[config.mk]
export PLATFORM = sky130hd
export DESIGN_NAME = fcc_top
export DESIGN_NICKNAME = d
export VERILOG_FILES = /design/src/rtl/fcc_pkg.sv /design/src/rtl/fcc_normalize.sv /design/src/rtl/fcc_top.sv
export SDC_FILE = /design/constraint.sdc
export NUM_CORES = 1
export LEC_CHECK = 0
export CORE_MARGIN = 2
export CORE_UTILIZATION = 65
export CTS_BUF_LIST = sky130_fd_sc_hd__clkbuf_2
export CTS_CLUSTER_DIAMETER = 200
export DETAILED_ROUTE_END_ITERATION = 6
export DONT_BUFFER_PORTS = 1
export GPL_TIMING_DRIVEN = 0
export PLACE_DENSITY = 0.82
export SYNTH_ARGS = -nofsm -noshare
export SYNTH_HDL_FRONTEND = slang
export SYNTH_SLANG_ARGS = --single-unit
[constraint.sdc]
create_clock -name CORE_CLK -period 3.35 [get_ports CORE_CLK]
set_input_delay 0.67 -clock CORE_CLK [delete_from_list [all_inputs] [get_ports CORE_CLK]]
set_output_delay 0.67 -clock CORE_CLK [all_outputs]
set_load 0.01 [all_outputs]
[src/rtl/fcc_pkg.sv]
// Shared constants, types and carriers for the float compare/convert datapath
package fcc_pkg;

   // Instruction word fields (8-bit opcode, two 4-bit register fields)
   localparam int OP_MSB = 15;
   localparam int OP_LSB = 8;
   localparam int RA_MSB = 7;
   localparam int RA_LSB = 4;
   localparam int RB_MSB = 3;
   localparam int RB_LSB = 0;

   // Full-byte opcodes
   localparam logic [7:0] OP_FC_MEM = 8'hf8;
   localparam logic [7:0] OP_FC_REG = 8'hf9;
   localparam logic [7:0] OP_EFC_MEM = 8'hfa;
   localparam logic [7:0] OP_EFC_REG = 8'hfb;
   localparam logic [7:0] OP_FIX16 = 8'he8;
   localparam logic [7:0] OP_FLT16 = 8'he9;
   localparam logic [7:0] OP_FIX32 = 8'hea;
   localparam logic [7:0] OP_FLT32 = 8'heb;

   // Base-relative compare layouts: 4-bit major, 2-bit minor, 2-bit base field
   localparam int BF_MAJ_MSB = 15;
   localparam int BF_MAJ_LSB = 12;
   localparam int BF_MIN_MSB = 11;
   localparam int BF_MIN_LSB = 10;
   localparam int BF_BASE_MSB = 9;
   localparam int BF_BASE_LSB = 8;
   localparam logic [3:0] OP_FCB_MAJ = 4'h3;
   localparam logic [1:0] OP_FCB_MIN = 2'h3;
   localparam logic [3:0] OP_SINGLE_FLOAT_COMPARE_BASED_INDEXED_MAJ = 4'h4;
   localparam logic [1:0] OP_SINGLE_FLOAT_COMPARE_BASED_INDEXED_MIN = 2'h0;
   localparam logic [3:0] OP_SINGLE_FLOAT_COMPARE_BASED_INDEXED_EXT = 4'hd;
   localparam logic [3:0] BASE_OFS = 4'hc;
   localparam logic [3:0] REG_ZERO = 4'h0;

   // Three-word float layout: mantissa high, exponent, mantissa low
   localparam int MH_MSB = 47;
   localparam int MH_LSB = 24;
   localparam int EX_MSB = 23;
   localparam int EX_LSB = 16;
   localparam int ML_MSB = 15;
   localparam int ML_LSB = 0;

   // Condition status codes
   localparam logic [3:0] CS_EQ = 4'h2;
   localparam logic [3:0] CS_LT = 4'h1;
   localparam logic [3:0] CS_GT = 4'h4;
   localparam logic [3:0] CS_RST = 4'h0;

   // Exponent limits and initial exponents
   localparam logic [7:0] EXP_INT16 = 8'h0f;
   localparam logic [7:0] EXP_INT32 = 8'h1f;

   // Execution times in clocks
   localparam logic [6:0] CYC_FC_MEM = 7'h3a;
   localparam logic [6:0] CYC_FC_BASE = 7'h3a;
   localparam logic [6:0] CYC_EFC_MEM = 7'h41;
   localparam logic [6:0] CYC_CMP_REG = 7'h34;
   localparam logic [6:0] CYC_FIX16 = 7'h0a;
   localparam logic [6:0] CYC_FLT16 = 7'h10;
   localparam logic [6:0] CYC_FIX32 = 7'h15;
   localparam logic [6:0] CYC_FLT32 = 7'h19;
   localparam logic [6:0] CYC_BAD = 7'h01;

   // Operand bus cycles per form
   localparam logic [1:0] OPB_FC_MEM = 2'h2;
   localparam logic [1:0] OPB_FC_BASE = 2'h2;
   localparam logic [1:0] OPB_EFC_MEM = 2'h3;
   localparam logic [1:0] OPB_NONE = 2'h0;

   // Register words written back
   localparam logic [1:0] WORDS_ONE = 2'h1;
   localparam logic [1:0] WORDS_TWO = 2'h2;
   localparam logic [1:0] WORDS_THREE = 2'h3;

   // Operation kinds
   typedef enum logic [2:0] {
      K_NONE = 3'b000,
      K_FC = 3'b001,
      K_EFC = 3'b010,
      K_FIX16 = 3'b011,
      K_FLT16 = 3'b100,
      K_FIX32 = 3'b101,
      K_FLT32 = 3'b110
   } fcc_kind_t;

   // Sequencing states
   typedef enum logic [1:0] {
      ST_IDLE = 2'b00,
      ST_RUN = 2'b01,
      ST_DONE = 2'b10
   } fcc_state_t;

   // Request: instruction, first-register group, derived operand
   typedef struct packed {
      logic [15:0] instr;
      logic [47:0] first_val;
      logic [47:0] dop;
   } fcc_req_t;

   // Register write-back
   typedef struct packed {
      logic en;
      logic [3:0] idx;
      logic [1:0] words;
      logic [47:0] data;
   } fcc_wr_t;

endpackage

[src/rtl/fcc_normalize.sv]
// Left-normalizer for integer-to-float conversion
`timescale 1ns/100ps
module fcc_normalize #(
   parameter int W = 32,
   parameter int EW = 8
) (
   // Integer as a fraction and its starting exponent
   input wire logic [W-1:0] value_in,
   input wire logic [EW-1:0] exp_in,
   // Normalized mantissa and exponent
   output logic [W-1:0] mant_out,
   output logic [EW-1:0] exp_out
);

   // Too narrow for a sign and a next bit
   if (W < 2 || EW < 2) begin : g_bad_width
      $error("fcc_normalize: W and EW must be at least 2");
   end

   // Shift until sign and next bit differ; zero gives zero
   always_comb begin
      logic [W-1:0] m;
      logic [EW-1:0] e;
      logic stop;
      m = value_in;
      e = exp_in;
      stop = 1'b0;
      for (int i = 0; i < W - 1; i++) begin
         if (!stop && (m[W-1] == m[W-2])) begin
            m = m << 1;
            e = e - EW'(1);
         end else begin
            stop = 1'b1;
         end
      end
      if (value_in == '0) begin
         mant_out = '0;
         exp_out = '0;
      end else begin
         mant_out = m;
         exp_out = e;
      end
   end

endmodule // fcc_normalize

[src/rtl/fcc_top.sv]
// Float compare and integer/float conversion datapath
`timescale 1ns/100ps
// Operation
// - Single compare sets 0010, 0001 or 0100
// - Extended compare uses three words, first most significant
// - Compares: no overflow, no register write, CS only
// - Single compare opcodes F8 memory, F9 register
// - Extended compare opcodes FA memory, FB register
// - Base forms: base 12..15, field plus 12, R0
// - Compare times 58, 65 and 52 clocks
// - To-16-bit with exponent over 0F: overflow, no write
// - Conversions truncate toward zero, CS from result
// - To-16-bit is E8, two words in, 10 clocks
// - 16-bit to float: zero stays zero, else exponent 0F
// - Normalize: shift left, decrement until top bits differ
// - Same source and destination works; CS from float
// - 16-bit to float is E9, two words out, 16 clocks
// - To-32-bit with exponent over 1F: overflow, no write
// - To-32-bit is EA, three words in, 21 clocks
// - 32-bit to extended: exponent 1F, normalize, three words
// - 32-bit to extended is EB, 25 clocks
module fcc_top (
   // Clock and reset
   input wire logic CORE_CLK,
   input wire logic RSTN,
   // Request from the sequencer
   input wire logic START,
   input wire fcc_pkg::fcc_req_t REQ,
   // Progress
   output logic BUSY,
   output logic DONE,
   output logic BAD_OP,
   // Decoded operand information
   output logic [3:0] FIRST_REGISTER,
   output logic [3:0] BASE_REGISTER,
   output logic [1:0] OPND_BUS,
   // Results
   output logic [3:0] CS,
   output logic CS_WE,
   output fcc_pkg::fcc_wr_t WR,
   output logic FIX_OVF_PI
);

   // Instruction fields
   logic [7:0] opc;
   logic [3:0] ra;
   logic [3:0] rb;

   // Decode results
   fcc_pkg::fcc_kind_t kind;
   logic [6:0] cyc;
   logic [3:0] first_reg;
   logic [3:0] base_reg;
   logic [1:0] opbus;
   logic ext;

   // Operand mantissas and exponents
   logic signed [39:0] ma;
   logic signed [39:0] mb;
   logic [7:0] ea;
   logic [7:0] operand_exponent;

   // Compare path
   logic signed [8:0] ediff;
   logic [5:0] sha;
   logic [5:0] shb;
   logic signed [87:0] wa;
   logic signed [87:0] wb;
   logic [3:0] cmp_cs;

   // Float-to-integer path
   logic signed [8:0] fx_sh;
   logic signed [40:0] fx_m;
   logic [40:0] fx_bias;
   logic signed [40:0] fx_q;
   logic [31:0] fx_int;
   logic fx_ovf16;
   logic fx_ovf32;

   // Integer-to-float path
   logic [31:0] nv_in;
   logic [7:0] ne_in;
   logic [31:0] nm;
   logic [7:0] ne;

   // Pending results captured at the take
   logic [3:0] pcs_q, pcs_d;
   logic pcs_we_q, pcs_we_d;
   logic pwr_en_q, pwr_en_d;
   logic povf_q, povf_d;
   logic pbad_q, pbad_d;
   logic [3:0] pidx_q, pidx_d;
   logic [1:0] pwords_q, pwords_d;
   logic [47:0] pdata_q, pdata_d;

   // Control state
   fcc_pkg::fcc_state_t st_q, st_d;
   logic [6:0] cnt_q, cnt_d;
   logic take;

   // Output flops
   logic busy_q, busy_d;
   logic done_q, done_d;
   logic bad_q, bad_d;
   logic [3:0] first_q, first_d;
   logic [3:0] base_q, base_d;
   logic [1:0] opbus_q, opbus_d;
   logic [3:0] cs_q, cs_d;
   logic cs_we_q, cs_we_d;
   logic wr_en_q, wr_en_d;
   logic [3:0] wr_idx_q, wr_idx_d;
   logic [1:0] wr_words_q, wr_words_d;
   logic [47:0] wr_data_q, wr_data_d;
   logic ovf_q, ovf_d;

   assign opc = REQ.instr[fcc_pkg::OP_MSB:fcc_pkg::OP_LSB];
   assign ra = REQ.instr[fcc_pkg::RA_MSB:fcc_pkg::RA_LSB];
   assign rb = REQ.instr[fcc_pkg::RB_MSB:fcc_pkg::RB_LSB];

   // Opcode decode, timing and operand bus count
   always_comb begin
      kind = fcc_pkg::K_NONE;
      cyc = fcc_pkg::CYC_BAD;
      first_reg = ra;
      base_reg = REG_ZERO_F();
      opbus = fcc_pkg::OPB_NONE;
      ext = 1'b0;
      case (opc)
         fcc_pkg::OP_FC_MEM: begin
            kind = fcc_pkg::K_FC;
            cyc = fcc_pkg::CYC_FC_MEM;
            opbus = fcc_pkg::OPB_FC_MEM;
         end
         fcc_pkg::OP_FC_REG: begin
            kind = fcc_pkg::K_FC;
            cyc = fcc_pkg::CYC_CMP_REG;
         end
         fcc_pkg::OP_EFC_MEM: begin
            kind = fcc_pkg::K_EFC;
            ext = 1'b1;
            cyc = fcc_pkg::CYC_EFC_MEM;
            opbus = fcc_pkg::OPB_EFC_MEM;
         end
         fcc_pkg::OP_EFC_REG: begin
            kind = fcc_pkg::K_EFC;
            ext = 1'b1;
            cyc = fcc_pkg::CYC_CMP_REG;
         end
         fcc_pkg::OP_FIX16: begin
            kind = fcc_pkg::K_FIX16;
            cyc = fcc_pkg::CYC_FIX16;
         end
         fcc_pkg::OP_FLT16: begin
            kind = fcc_pkg::K_FLT16;
            cyc = fcc_pkg::CYC_FLT16;
         end
         fcc_pkg::OP_FIX32: begin
            kind = fcc_pkg::K_FIX32;
            ext = 1'b1;
            cyc = fcc_pkg::CYC_FIX32;
         end
         fcc_pkg::OP_FLT32: begin
            kind = fcc_pkg::K_FLT32;
            cyc = fcc_pkg::CYC_FLT32;
         end
         default: begin
            // Base-relative forms share the opcode space by major nibble
            if ((REQ.instr[fcc_pkg::BF_MAJ_MSB:fcc_pkg::BF_MAJ_LSB] == fcc_pkg::OP_FCB_MAJ &&
                 REQ.instr[fcc_pkg::BF_MIN_MSB:fcc_pkg::BF_MIN_LSB] == fcc_pkg::OP_FCB_MIN) ||
                (REQ.instr[fcc_pkg::BF_MAJ_MSB:fcc_pkg::BF_MAJ_LSB] == fcc_pkg::OP_SINGLE_FLOAT_COMPARE_BASED_INDEXED_MAJ &&
                 REQ.instr[fcc_pkg::BF_MIN_MSB:fcc_pkg::BF_MIN_LSB] == fcc_pkg::OP_SINGLE_FLOAT_COMPARE_BASED_INDEXED_MIN &&
                 ra == fcc_pkg::OP_SINGLE_FLOAT_COMPARE_BASED_INDEXED_EXT)) begin
               kind = fcc_pkg::K_FC;
               first_reg = fcc_pkg::REG_ZERO;
               base_reg = fcc_pkg::BASE_OFS +
                          {2'h0, REQ.instr[fcc_pkg::BF_BASE_MSB:fcc_pkg::BF_BASE_LSB]};
               cyc = fcc_pkg::CYC_FC_BASE;
               opbus = fcc_pkg::OPB_FC_BASE;
            end
         end
      endcase
   end

   // Base field zero when the form has no base
   function automatic logic [3:0] REG_ZERO_F();
      return fcc_pkg::REG_ZERO;
   endfunction

   // Operand unpack; single floats carry no low mantissa word
   always_comb begin
      ea = REQ.first_val[fcc_pkg::EX_MSB:fcc_pkg::EX_LSB];
      operand_exponent = REQ.dop[fcc_pkg::EX_MSB:fcc_pkg::EX_LSB];
      if (ext) begin
         ma = {REQ.first_val[fcc_pkg::MH_MSB:fcc_pkg::MH_LSB], REQ.first_val[fcc_pkg::ML_MSB:fcc_pkg::ML_LSB]};
         mb = {REQ.dop[fcc_pkg::MH_MSB:fcc_pkg::MH_LSB], REQ.dop[fcc_pkg::ML_MSB:fcc_pkg::ML_LSB]};
      end else begin
         ma = {REQ.first_val[fcc_pkg::MH_MSB:fcc_pkg::MH_LSB], 16'h0000};
         mb = {REQ.dop[fcc_pkg::MH_MSB:fcc_pkg::MH_LSB], 16'h0000};
      end
   end

   // Align by exponent then compare signed; wide field keeps it exact
   always_comb begin
      ediff = $signed({ea[7], ea}) - $signed({operand_exponent[7], operand_exponent});
      sha = 6'h00;
      shb = 6'h00;
      if (ediff >= 9'sh000) begin
         shb = (ediff > 9'sh030) ? 6'h30 : ediff[5:0];
      end else begin
         sha = (-ediff > 9'sh030) ? 6'h30 : 6'(-ediff);
      end
      wa = $signed({ma, 48'h0}) >>> sha;
      wb = $signed({mb, 48'h0}) >>> shb;
      if (wa == wb) begin
         cmp_cs = fcc_pkg::CS_EQ;
      end else if (wa < wb) begin
         cmp_cs = fcc_pkg::CS_LT;
      end else begin
         cmp_cs = fcc_pkg::CS_GT;
      end
   end

   // Integer part, rounding negative values up so the cut is toward zero
   always_comb begin
      fx_sh = 9'sh027 - $signed({operand_exponent[7], operand_exponent});
      fx_m = $signed({mb[39], mb});
      fx_bias = 41'h0;
      fx_q = 41'sh0;
      if (fx_sh < 9'sh028) begin
         if (mb[39]) begin
            fx_bias = (41'h1 << fx_sh[5:0]) - 41'h1;
         end
         fx_q = (fx_m + $signed(fx_bias)) >>> fx_sh[5:0];
      end
      fx_int = fx_q[31:0];
      fx_ovf16 = $signed(operand_exponent) > $signed(fcc_pkg::EXP_INT16);
      fx_ovf32 = $signed(operand_exponent) > $signed(fcc_pkg::EXP_INT32);
   end

   // Integer placed as a fraction with its matching start exponent
   always_comb begin
      if (kind == fcc_pkg::K_FLT32) begin
         nv_in = REQ.dop[47:16];
         ne_in = fcc_pkg::EXP_INT32;
      end else begin
         nv_in = {REQ.dop[47:32], 16'h0000};
         ne_in = fcc_pkg::EXP_INT16;
      end
   end

   // Shared normalizer for both integer widths
   fcc_normalize #(
      .W(32),
      .EW(8)
   ) u_norm (
      .value_in(nv_in),
      .exp_in(ne_in),
      .mant_out(nm),
      .exp_out(ne)
   );

   // Sign and zero of a signed value to a status code
   function automatic logic [3:0] sign_cs(input logic neg, input logic zero);
      if (zero) begin
         return fcc_pkg::CS_EQ;
      end else if (neg) begin
         return fcc_pkg::CS_LT;
      end
      return fcc_pkg::CS_GT;
   endfunction

   // Pending result, built while the sequencer holds the operands
   always_comb begin
      pcs_d = pcs_q;
      pcs_we_d = pcs_we_q;
      pwr_en_d = pwr_en_q;
      povf_d = povf_q;
      pbad_d = pbad_q;
      pidx_d = pidx_q;
      pwords_d = pwords_q;
      pdata_d = pdata_q;
      if (take) begin
         pcs_d = pcs_q;
         pcs_we_d = 1'b0;
         pwr_en_d = 1'b0;
         povf_d = 1'b0;
         pbad_d = 1'b0;
         pidx_d = first_reg;
         pwords_d = fcc_pkg::WORDS_ONE;
         pdata_d = 48'h0;
         case (kind)
            fcc_pkg::K_FC, fcc_pkg::K_EFC: begin
               pcs_d = cmp_cs;
               pcs_we_d = 1'b1;
            end
            fcc_pkg::K_FIX16: begin
               povf_d = fx_ovf16;
               pwr_en_d = !fx_ovf16;
               pcs_we_d = !fx_ovf16;
               pcs_d = sign_cs(fx_int[15], fx_int[15:0] == 16'h0000);
               pdata_d = {fx_int[15:0], 32'h0};
            end
            fcc_pkg::K_FIX32: begin
               povf_d = fx_ovf32;
               pwr_en_d = !fx_ovf32;
               pcs_we_d = !fx_ovf32;
               pcs_d = sign_cs(fx_int[31], fx_int == 32'h0);
               pwords_d = fcc_pkg::WORDS_TWO;
               pdata_d = {fx_int, 16'h0};
            end
            fcc_pkg::K_FLT16: begin
               pwr_en_d = 1'b1;
               pcs_we_d = 1'b1;
               pwords_d = fcc_pkg::WORDS_TWO;
               pdata_d = {nm[31:8], ne, 16'h0000};
               pcs_d = sign_cs(nm[31], nm[31:8] == 24'h0);
            end
            fcc_pkg::K_FLT32: begin
               pwr_en_d = 1'b1;
               pcs_we_d = 1'b1;
               pwords_d = fcc_pkg::WORDS_THREE;
               pdata_d = {nm[31:8], ne, nm[7:0], 8'h00};
               pcs_d = sign_cs(nm[31], nm == 32'h0);
            end
            default: begin
               pbad_d = 1'b1;
            end
         endcase
      end
   end

   // Pending result registers
   always_ff @(posedge CORE_CLK or negedge RSTN) begin
      if (!RSTN) begin
         pcs_q <= fcc_pkg::CS_RST;
         pcs_we_q <= 1'b0;
         pwr_en_q <= 1'b0;
         povf_q <= 1'b0;
         pbad_q <= 1'b0;
         pidx_q <= 4'h0;
         pwords_q <= 2'h0;
         pdata_q <= 48'h0;
      end else begin
         pcs_q <= pcs_d;
         pcs_we_q <= pcs_we_d;
         pwr_en_q <= pwr_en_d;
         povf_q <= povf_d;
         pbad_q <= pbad_d;
         pidx_q <= pidx_d;
         pwords_q <= pwords_d;
         pdata_q <= pdata_d;
      end
   end

   // A new request is taken whenever no instruction is running
   assign take = START && (st_q != fcc_pkg::ST_RUN);

   // Sequencing: count the instruction time, then one done cycle
   always_comb begin
      st_d = st_q;
      cnt_d = cnt_q;
      busy_d = 1'b0;
      done_d = 1'b0;
      bad_d = 1'b0;
      first_d = first_q;
      base_d = base_q;
      opbus_d = opbus_q;
      cs_d = cs_q;
      cs_we_d = 1'b0;
      wr_en_d = 1'b0;
      wr_idx_d = wr_idx_q;
      wr_words_d = wr_words_q;
      wr_data_d = wr_data_q;
      ovf_d = 1'b0;
      case (st_q)
         fcc_pkg::ST_RUN: begin
            busy_d = 1'b1;
            if (cnt_q == 7'h00) begin
               // Retire: release the captured result for one cycle
               st_d = fcc_pkg::ST_DONE;
               busy_d = 1'b0;
               done_d = 1'b1;
               bad_d = pbad_q;
               cs_we_d = pcs_we_q;
               cs_d = pcs_we_q ? pcs_q : cs_q;
               wr_en_d = pwr_en_q;
               wr_idx_d = pidx_q;
               wr_words_d = pwords_q;
               wr_data_d = pdata_q;
               ovf_d = povf_q;
            end else begin
               cnt_d = cnt_q - 7'h01;
            end
         end
         fcc_pkg::ST_IDLE, fcc_pkg::ST_DONE: begin
            st_d = fcc_pkg::ST_IDLE;
            if (take) begin
               // Undecodable words retire on the next edge
               if (cyc == fcc_pkg::CYC_BAD) begin
                  st_d = fcc_pkg::ST_RUN;
                  cnt_d = 7'h00;
               end else begin
                  st_d = fcc_pkg::ST_RUN;
                  cnt_d = cyc - 7'h02;
               end
               busy_d = 1'b1;
               first_d = first_reg;
               base_d = base_reg;
               opbus_d = opbus;
            end
         end
         default: begin
            st_d = fcc_pkg::ST_IDLE;
         end
      endcase
   end

   // Control and output registers
   always_ff @(posedge CORE_CLK or negedge RSTN) begin
      if (!RSTN) begin
         st_q <= fcc_pkg::ST_IDLE;
         cnt_q <= 7'h00;
         busy_q <= 1'b0;
         done_q <= 1'b0;
         bad_q <= 1'b0;
         first_q <= 4'h0;
         base_q <= 4'h0;
         opbus_q <= 2'h0;
         cs_q <= fcc_pkg::CS_RST;
         cs_we_q <= 1'b0;
         wr_en_q <= 1'b0;
         wr_idx_q <= 4'h0;
         wr_words_q <= 2'h0;
         wr_data_q <= 48'h0;
         ovf_q <= 1'b0;
      end else begin
         st_q <= st_d;
         cnt_q <= cnt_d;
         busy_q <= busy_d;
         done_q <= done_d;
         bad_q <= bad_d;
         first_q <= first_d;
         base_q <= base_d;
         opbus_q <= opbus_d;
         cs_q <= cs_d;
         cs_we_q <= cs_we_d;
         wr_en_q <= wr_en_d;
         wr_idx_q <= wr_idx_d;
         wr_words_q <= wr_words_d;
         wr_data_q <= wr_data_d;
         ovf_q <= ovf_d;
      end
   end

   // Ports straight from flops
   assign BUSY = busy_q;
   assign DONE = done_q;
   assign BAD_OP = bad_q;
   assign FIRST_REGISTER = first_q;
   assign BASE_REGISTER = base_q;
   assign OPND_BUS = opbus_q;
   assign CS = cs_q;
   assign CS_WE = cs_we_q;
   assign WR = '{en: wr_en_q, idx: wr_idx_q, words: wr_words_q, data: wr_data_q};
   assign FIX_OVF_PI = ovf_q;

endmodule // fcc_top

==> results of run 1 <==
## what timing repair did
item,in CTS
setup buffers,165
hold endpoints to repair,126
resized for setup,362
pin swaps,108
endpoints found under the setup margin,55
hold buffers,2
## logic make-up after synthesis
| group | after synthesis | share of synthesized area (%) |
|---|---|---|
| compound gates | 1351 | 29.3 |
| xor+xnor | 153 | 4.92 |
| fa+ha+maj | 182 | 7.50 |
| buf+inv | 418 | 5.64 |
| flops | 126 | 10.4 |
| mux | 492 | 16.8 |
| other cells | 1 | 0.0123 |
| simple gates | 1642 | 25.4 |
## metrics by stage
stage / hold slack [ns] / utilization, % / TNS [ns] / cell area, um2
floorplan: 0.374 / - / -227.79 / 31800
global placement: 0.376 / 70.1 / -297.68 / 32500
detailed placement: 0.377 / 70.2 / -304.53 / 32500
CTS: 0.0590 / 76.6 / -224.13 / 35500
## layer usage
metal | track usage, % | GRT overflow
met2 | 92.7 | 114
met5 | 51.0 | 10
met4 | 73.4 | 53
met1 | 81.9 | 43
met3 | 66.2 | 21
## synthesized netlist by cell type (12+ instances only)
cell type	count
buf_2	38
o31ai_1	30
mux2i_1	386
o31a_1	12
o211ai_1	75
nor2b_1	42
or3_1	25
nand4_1	69
nor4_1	26
nand2_1	548
a21oi_1	345
o21a_1	29
a31o_2	12
xor2_1	38
o21ai_0	322
clkbuf_1	205
dfrtp_1	126
a21o_1	38
a221oi_1	16
a211o_1	12
and2_1	47
nand3_1	129
xnor2_1	99
or2_2	18
nor2_1	454
o21ai_1	17
a22oi_1	34
o22ai_1	40
a211oi_1	64
nor3_1	100
inv_1	100
buf_4	23
o21bai_1	22
o221ai_1	22
buf_1	47
ha_1	176
mux2_2	94
nand2b_1	50
and3_1	37
o211a_1	15
a31oi_1	70
a22o_1	12
==> results.md, run 1 <==
- Status: did not finish
- Stopped at: 5_1_grt
- First error: [ERROR GRT-0232] Routing congestion too high. Check the congestion heatmap in the GUI.
- TritonCTS buffer count: 17
- Post-Synthesis Cells: between 4,000 and 5,000
- HPWL Detailed: 104 mm
- Post-Synthesis Cell Area: 30,400 um2
- Clock Path Buffers: 2
- DP Worst Slack: -15.16 ns
- Die Wd: 220 um
- Row count: just under 80
- Sink Count: 126
- Ys async rst share: 100%
- Largest net degree at the start of global routing: 127
- Worst EP Category: sequential cell input
- Grt total ovfl: ~240
- Seq cells post-synth: about 130
- Top post-synthesis cells by area: mux2i_1, dfrtp_1, ha_1, nand2_1, a21oi_1
- Unique cell type count in the Yosys netlist: about 130
- Initial Utilization: roughly 66%
- I/O pin total: about 190
- I/O Buffers: 0
- H-tree Lvls: 4
- Post-synthesis sequential area ratio: between 10 and 15%
- Total GRT Usage: 79.6%
- Top FF cell, synth: dfrtp_1
- GRT worst endpoint: pdata_q[22]$_DFFE_PN0P_/D
- Inst Count DP: 4,980
- GPL Wtd Cong: 1.09
- YS warnings: 0
- Avg Inst Size Synth: 6.98 um2
- Number of synthesized flops with an enable pin: 0
- Root buf cell: clkbuf_2
- Cell taking the most area after synthesis: mux2i_1
- Post-synth top area share: roughly an eighth
- Die Y: 220 um
==> run 2, diff against run 1 <==
--- a/config.mk
+++ b/config.mk
@@ -6,13 +6,11 @@
 export NUM_CORES = 1
 export LEC_CHECK = 0
 export CORE_MARGIN = 2
-export CORE_UTILIZATION = 65
-export CTS_BUF_LIST = sky130_fd_sc_hd__clkbuf_2
-export CTS_CLUSTER_DIAMETER = 200
+export CORE_UTILIZATION = 40
 export DETAILED_ROUTE_END_ITERATION = 6
 export DONT_BUFFER_PORTS = 1
 export GPL_TIMING_DRIVEN = 0
-export PLACE_DENSITY = 0.82
+export PLACE_DENSITY_LB_ADDON = 0.15
 export SYNTH_ARGS = -nofsm -noshare
 export SYNTH_HDL_FRONTEND = slang
 export SYNTH_SLANG_ARGS = --single-unit
==> results.md, run 2 <==
- Switching power total: ~7.6 mW
- Sequential cell area: ~3200 um2
- Design area: ~38,000 um2
- Post-Synthesis Cell Area: roughly 30,000 um2
- Cell taking the most area after synthesis: mux2i_1
- Post-synth top area share: between 10% and 20%
- TritonCTS buffer count: 17
- Fill count: between 7,000 and 8,000
- Leak: 15.8 nW
- Worst stage delay on the critical path: ~0.37 ns
- YS warnings: 0
- Sw frac: roughly half
- Largest net degree at the start of global routing: about 130
- Relative slew slack: just under 8%
- Kind of critical path: primary input to register
- Sink Count: roughly 130
- Fin crit share: 483%
- Seq cells post-synth: 126
- Most frequent cells in the layout: nand2_1, nor2_1, mux2i_1
- Final Hold Violating Endpoints: 126
- Final TNS setup: -248.07 ns
- Initial Utilization: roughly two fifths
- HPWL Detailed: 109 mm
- GPL Wtd Cong: ~1.0
- Wirelength, routed: 136 mm
- Area after DPL: 33,000 um2
- Initial antenna violation count: 2
- Worst-Margin Slew: roughly 1.4 ns
- First-pass GRT wire length: slightly above 200 mm
- Final design utilization: about half
- Die Y: approximately 280 um
- Layout cells sized above 1: between 20 and 25%
- Setup crit end kind: register
- Post-Synthesis Cells: between 4,000 and 5,000
- H-tree Lvls: 4
- Crit-path most repeated cell: ha_4
- Grt total ovfl: 0
- Fin nets: 4,909
- Final worst slack: -12.83 ns
- Post-synthesis sequential area ratio: approximately a tenth
- Seq pwr share: between 10 and 15%
- Clk pwr share: 13.5%
- Core area: 75,700 um2
- 1st-pass router iterations: 6
- Initial DRC Count: roughly 3,300
- Avg Inst Size Synth: between 6 and 7 um2
- Total GRT Usage: between 30% and 40%
- Clock Path Buffers: 2
- Max-slew violations: 0
- I/O pin total: 189
- Synth cell count leaders: nand2_1, nor2_1, mux2i_1
- Max Cap Viol: 0
- Final Setup Violations: 37
- Routed wire length per instance: approximately 24 um
- Clk slew on worst S/H paths: ~0.06 ns
- Top post-synthesis cells by area: mux2i_1, dfrtp_1, ha_1, nand2_1, a21oi_1
- Most common cell in the netlist: nand2_1
- DR vias: about 36,000
- Gate power share: 71.8%
- Unique cell type count in the Yosys netlist: 132
- Worst EP required: approximately 3.6 ns
- Number of synthesized flops with an enable pin: 0
- Worst-Skew Late Latency: around 0.42 ns
- Most common cell after layout, fill and taps aside: nand2_1
- Vias/cell: ~6.4
- Min Tclk post-route: 16.18 ns
- Multi-input gate area: ~28,000 um2
- Failing checks: negative hold slack, negative setup slack
- Clk_skew: ~0.013 ns
- HP Class: primary input to async pin
- Die area: about 78,000 um2
- Synthesis-to-finish area growth: 24.2%
- Slowest-stage cell, CP: a221o_1
- Row count: ~100
- RSZ-0062 raised after global routing: true
- Die Wd: ~280 um
- CTS tree: yes
- Highest Clock Rate: between 0.06 and 0.07 GHz
- Data arrival, critical path: roughly 16 ns
- Status: complete, but fails checks
- Vias in the first global route: 33,900
- Pwr dens: 394 nW/um2
- P_int: a little over 7 mW
- Startpoint types: primary input
- CP max FO: 8
- Ys async rst share: 100%
- Root buf cell: clkbuf_16
- Top FF cell, synth: dfrtp_1
- Drt drc: 0
- DRT antenna net count: 0
- Largest regs: pdata_q (40), wr_data_q (40), cnt_q (7)
- Hold slack: -0.0551 ns
- I/O Buffers: 0
- Maximum VDD drop: between 0.3 and 0.4 mV
==> run 2: cell counts after synthesis <==
No cell type changed its count.
==> run 2: logic make-up after synthesis <==
family          count (synthesis)  synth area share, %
fa+ha+maj                     182                 7.50
compound gates               1351                 29.3
buf+inv                       418                 5.64
flops                         126                 10.4
other cells                     1               0.0123
simple gates                 1642                 25.4
mux                           492                 16.8
xor+xnor                      153                 4.92
==> run 2: area by class of cell <==
| cell class | count | area share (%) |
|---|---|---|
| antenna | 1 | 0.00662 |
| buffer | 307 | 5.40 |
| clock buffer | 19 | 1.20 |
| clock inverter | 12 | 0.490 |
| inverter | 103 | 1.11 |
| multi-input combinational | 3829 | 75.0 |
| sequential | 126 | 8.34 |
| tap | 978 | 3.24 |
| timing repair buffer | 232 | 5.18 |
==> run 2: per-stage QoR <==
| stage | setup WS [ns] | hold slack, ns | power [mW] | cells |
|---|---|---|---|---|
| floorplan | -13.20 | 0.374 | 8.77 | 4373 |
| global placement | -15.02 | 0.377 | 11.3 | 5351 |
| detailed placement | -15.19 | 0.377 | 11.3 | 5352 |
| CTS | -12.89 | -0.0671 | 14.3 | 5561 |
| global route | -13.52 | -0.0722 | 15.8 | 5606 |
| finish | -12.83 | -0.0551 | 14.9 | 5607 |
==> run 2: worst paths after layout <==
check	endpoint	depth (start not counted)	slack [ns]	from
hold / removal	cnt_q[0]	0	-0.06	RSTN
hold reg to reg	pdata_q[35]	2	0.48	pdata_q[35]
min in group CORE_CLK	povf_q	1	0.38	REQ[23]
setup / recovery	pdata_q[22]	88	-12.83	REQ[47]
setup reg to reg	wr_words_q[0]	8	0.14	cnt_q[0]
max in group asynchronous	pdata_q[26]	0	3.19	RSTN
==> run 2: critical path, delay by kind of cell <==
family,cells,cell delay (ns)
simple gates,17,1.39
fa+ha+maj,27,6.91
xor+xnor,1,0.18
mux,10,2.47
buf+inv,11,1.22
compound gates,22,3.58
==> run 2: what timing repair did <==
item,in CTS,in global routing
hold endpoints to repair,126,126
setup endpoints to repair,90,50
gates resized for setup,403,188
setup buffers,186,48
pin swaps,123,81
==> run 2: power groups by stage <==
stage	Clock, mW	Sequential [mW]	Combinational [mW]
finish	2.00	2.19	10.7
global route	2.10	2.23	11.5
CTS	2.02	2.20	10.0
detailed placement	0	2.22	9.09
global placement	0	2.21	9.07
floorplan	0	2.11	6.66
==> run 2: per-layer routing <==
layer	vias to the layer above	routed length, um	global-route usage (%)
li1	16700	-	-
met1	17200	58400	43.5
met2	1577	60600	53.5
met3	337	10500	5.78
met4	2	6260	13.5
met5	-	13	0
Power figures use the tool's default switching activity.
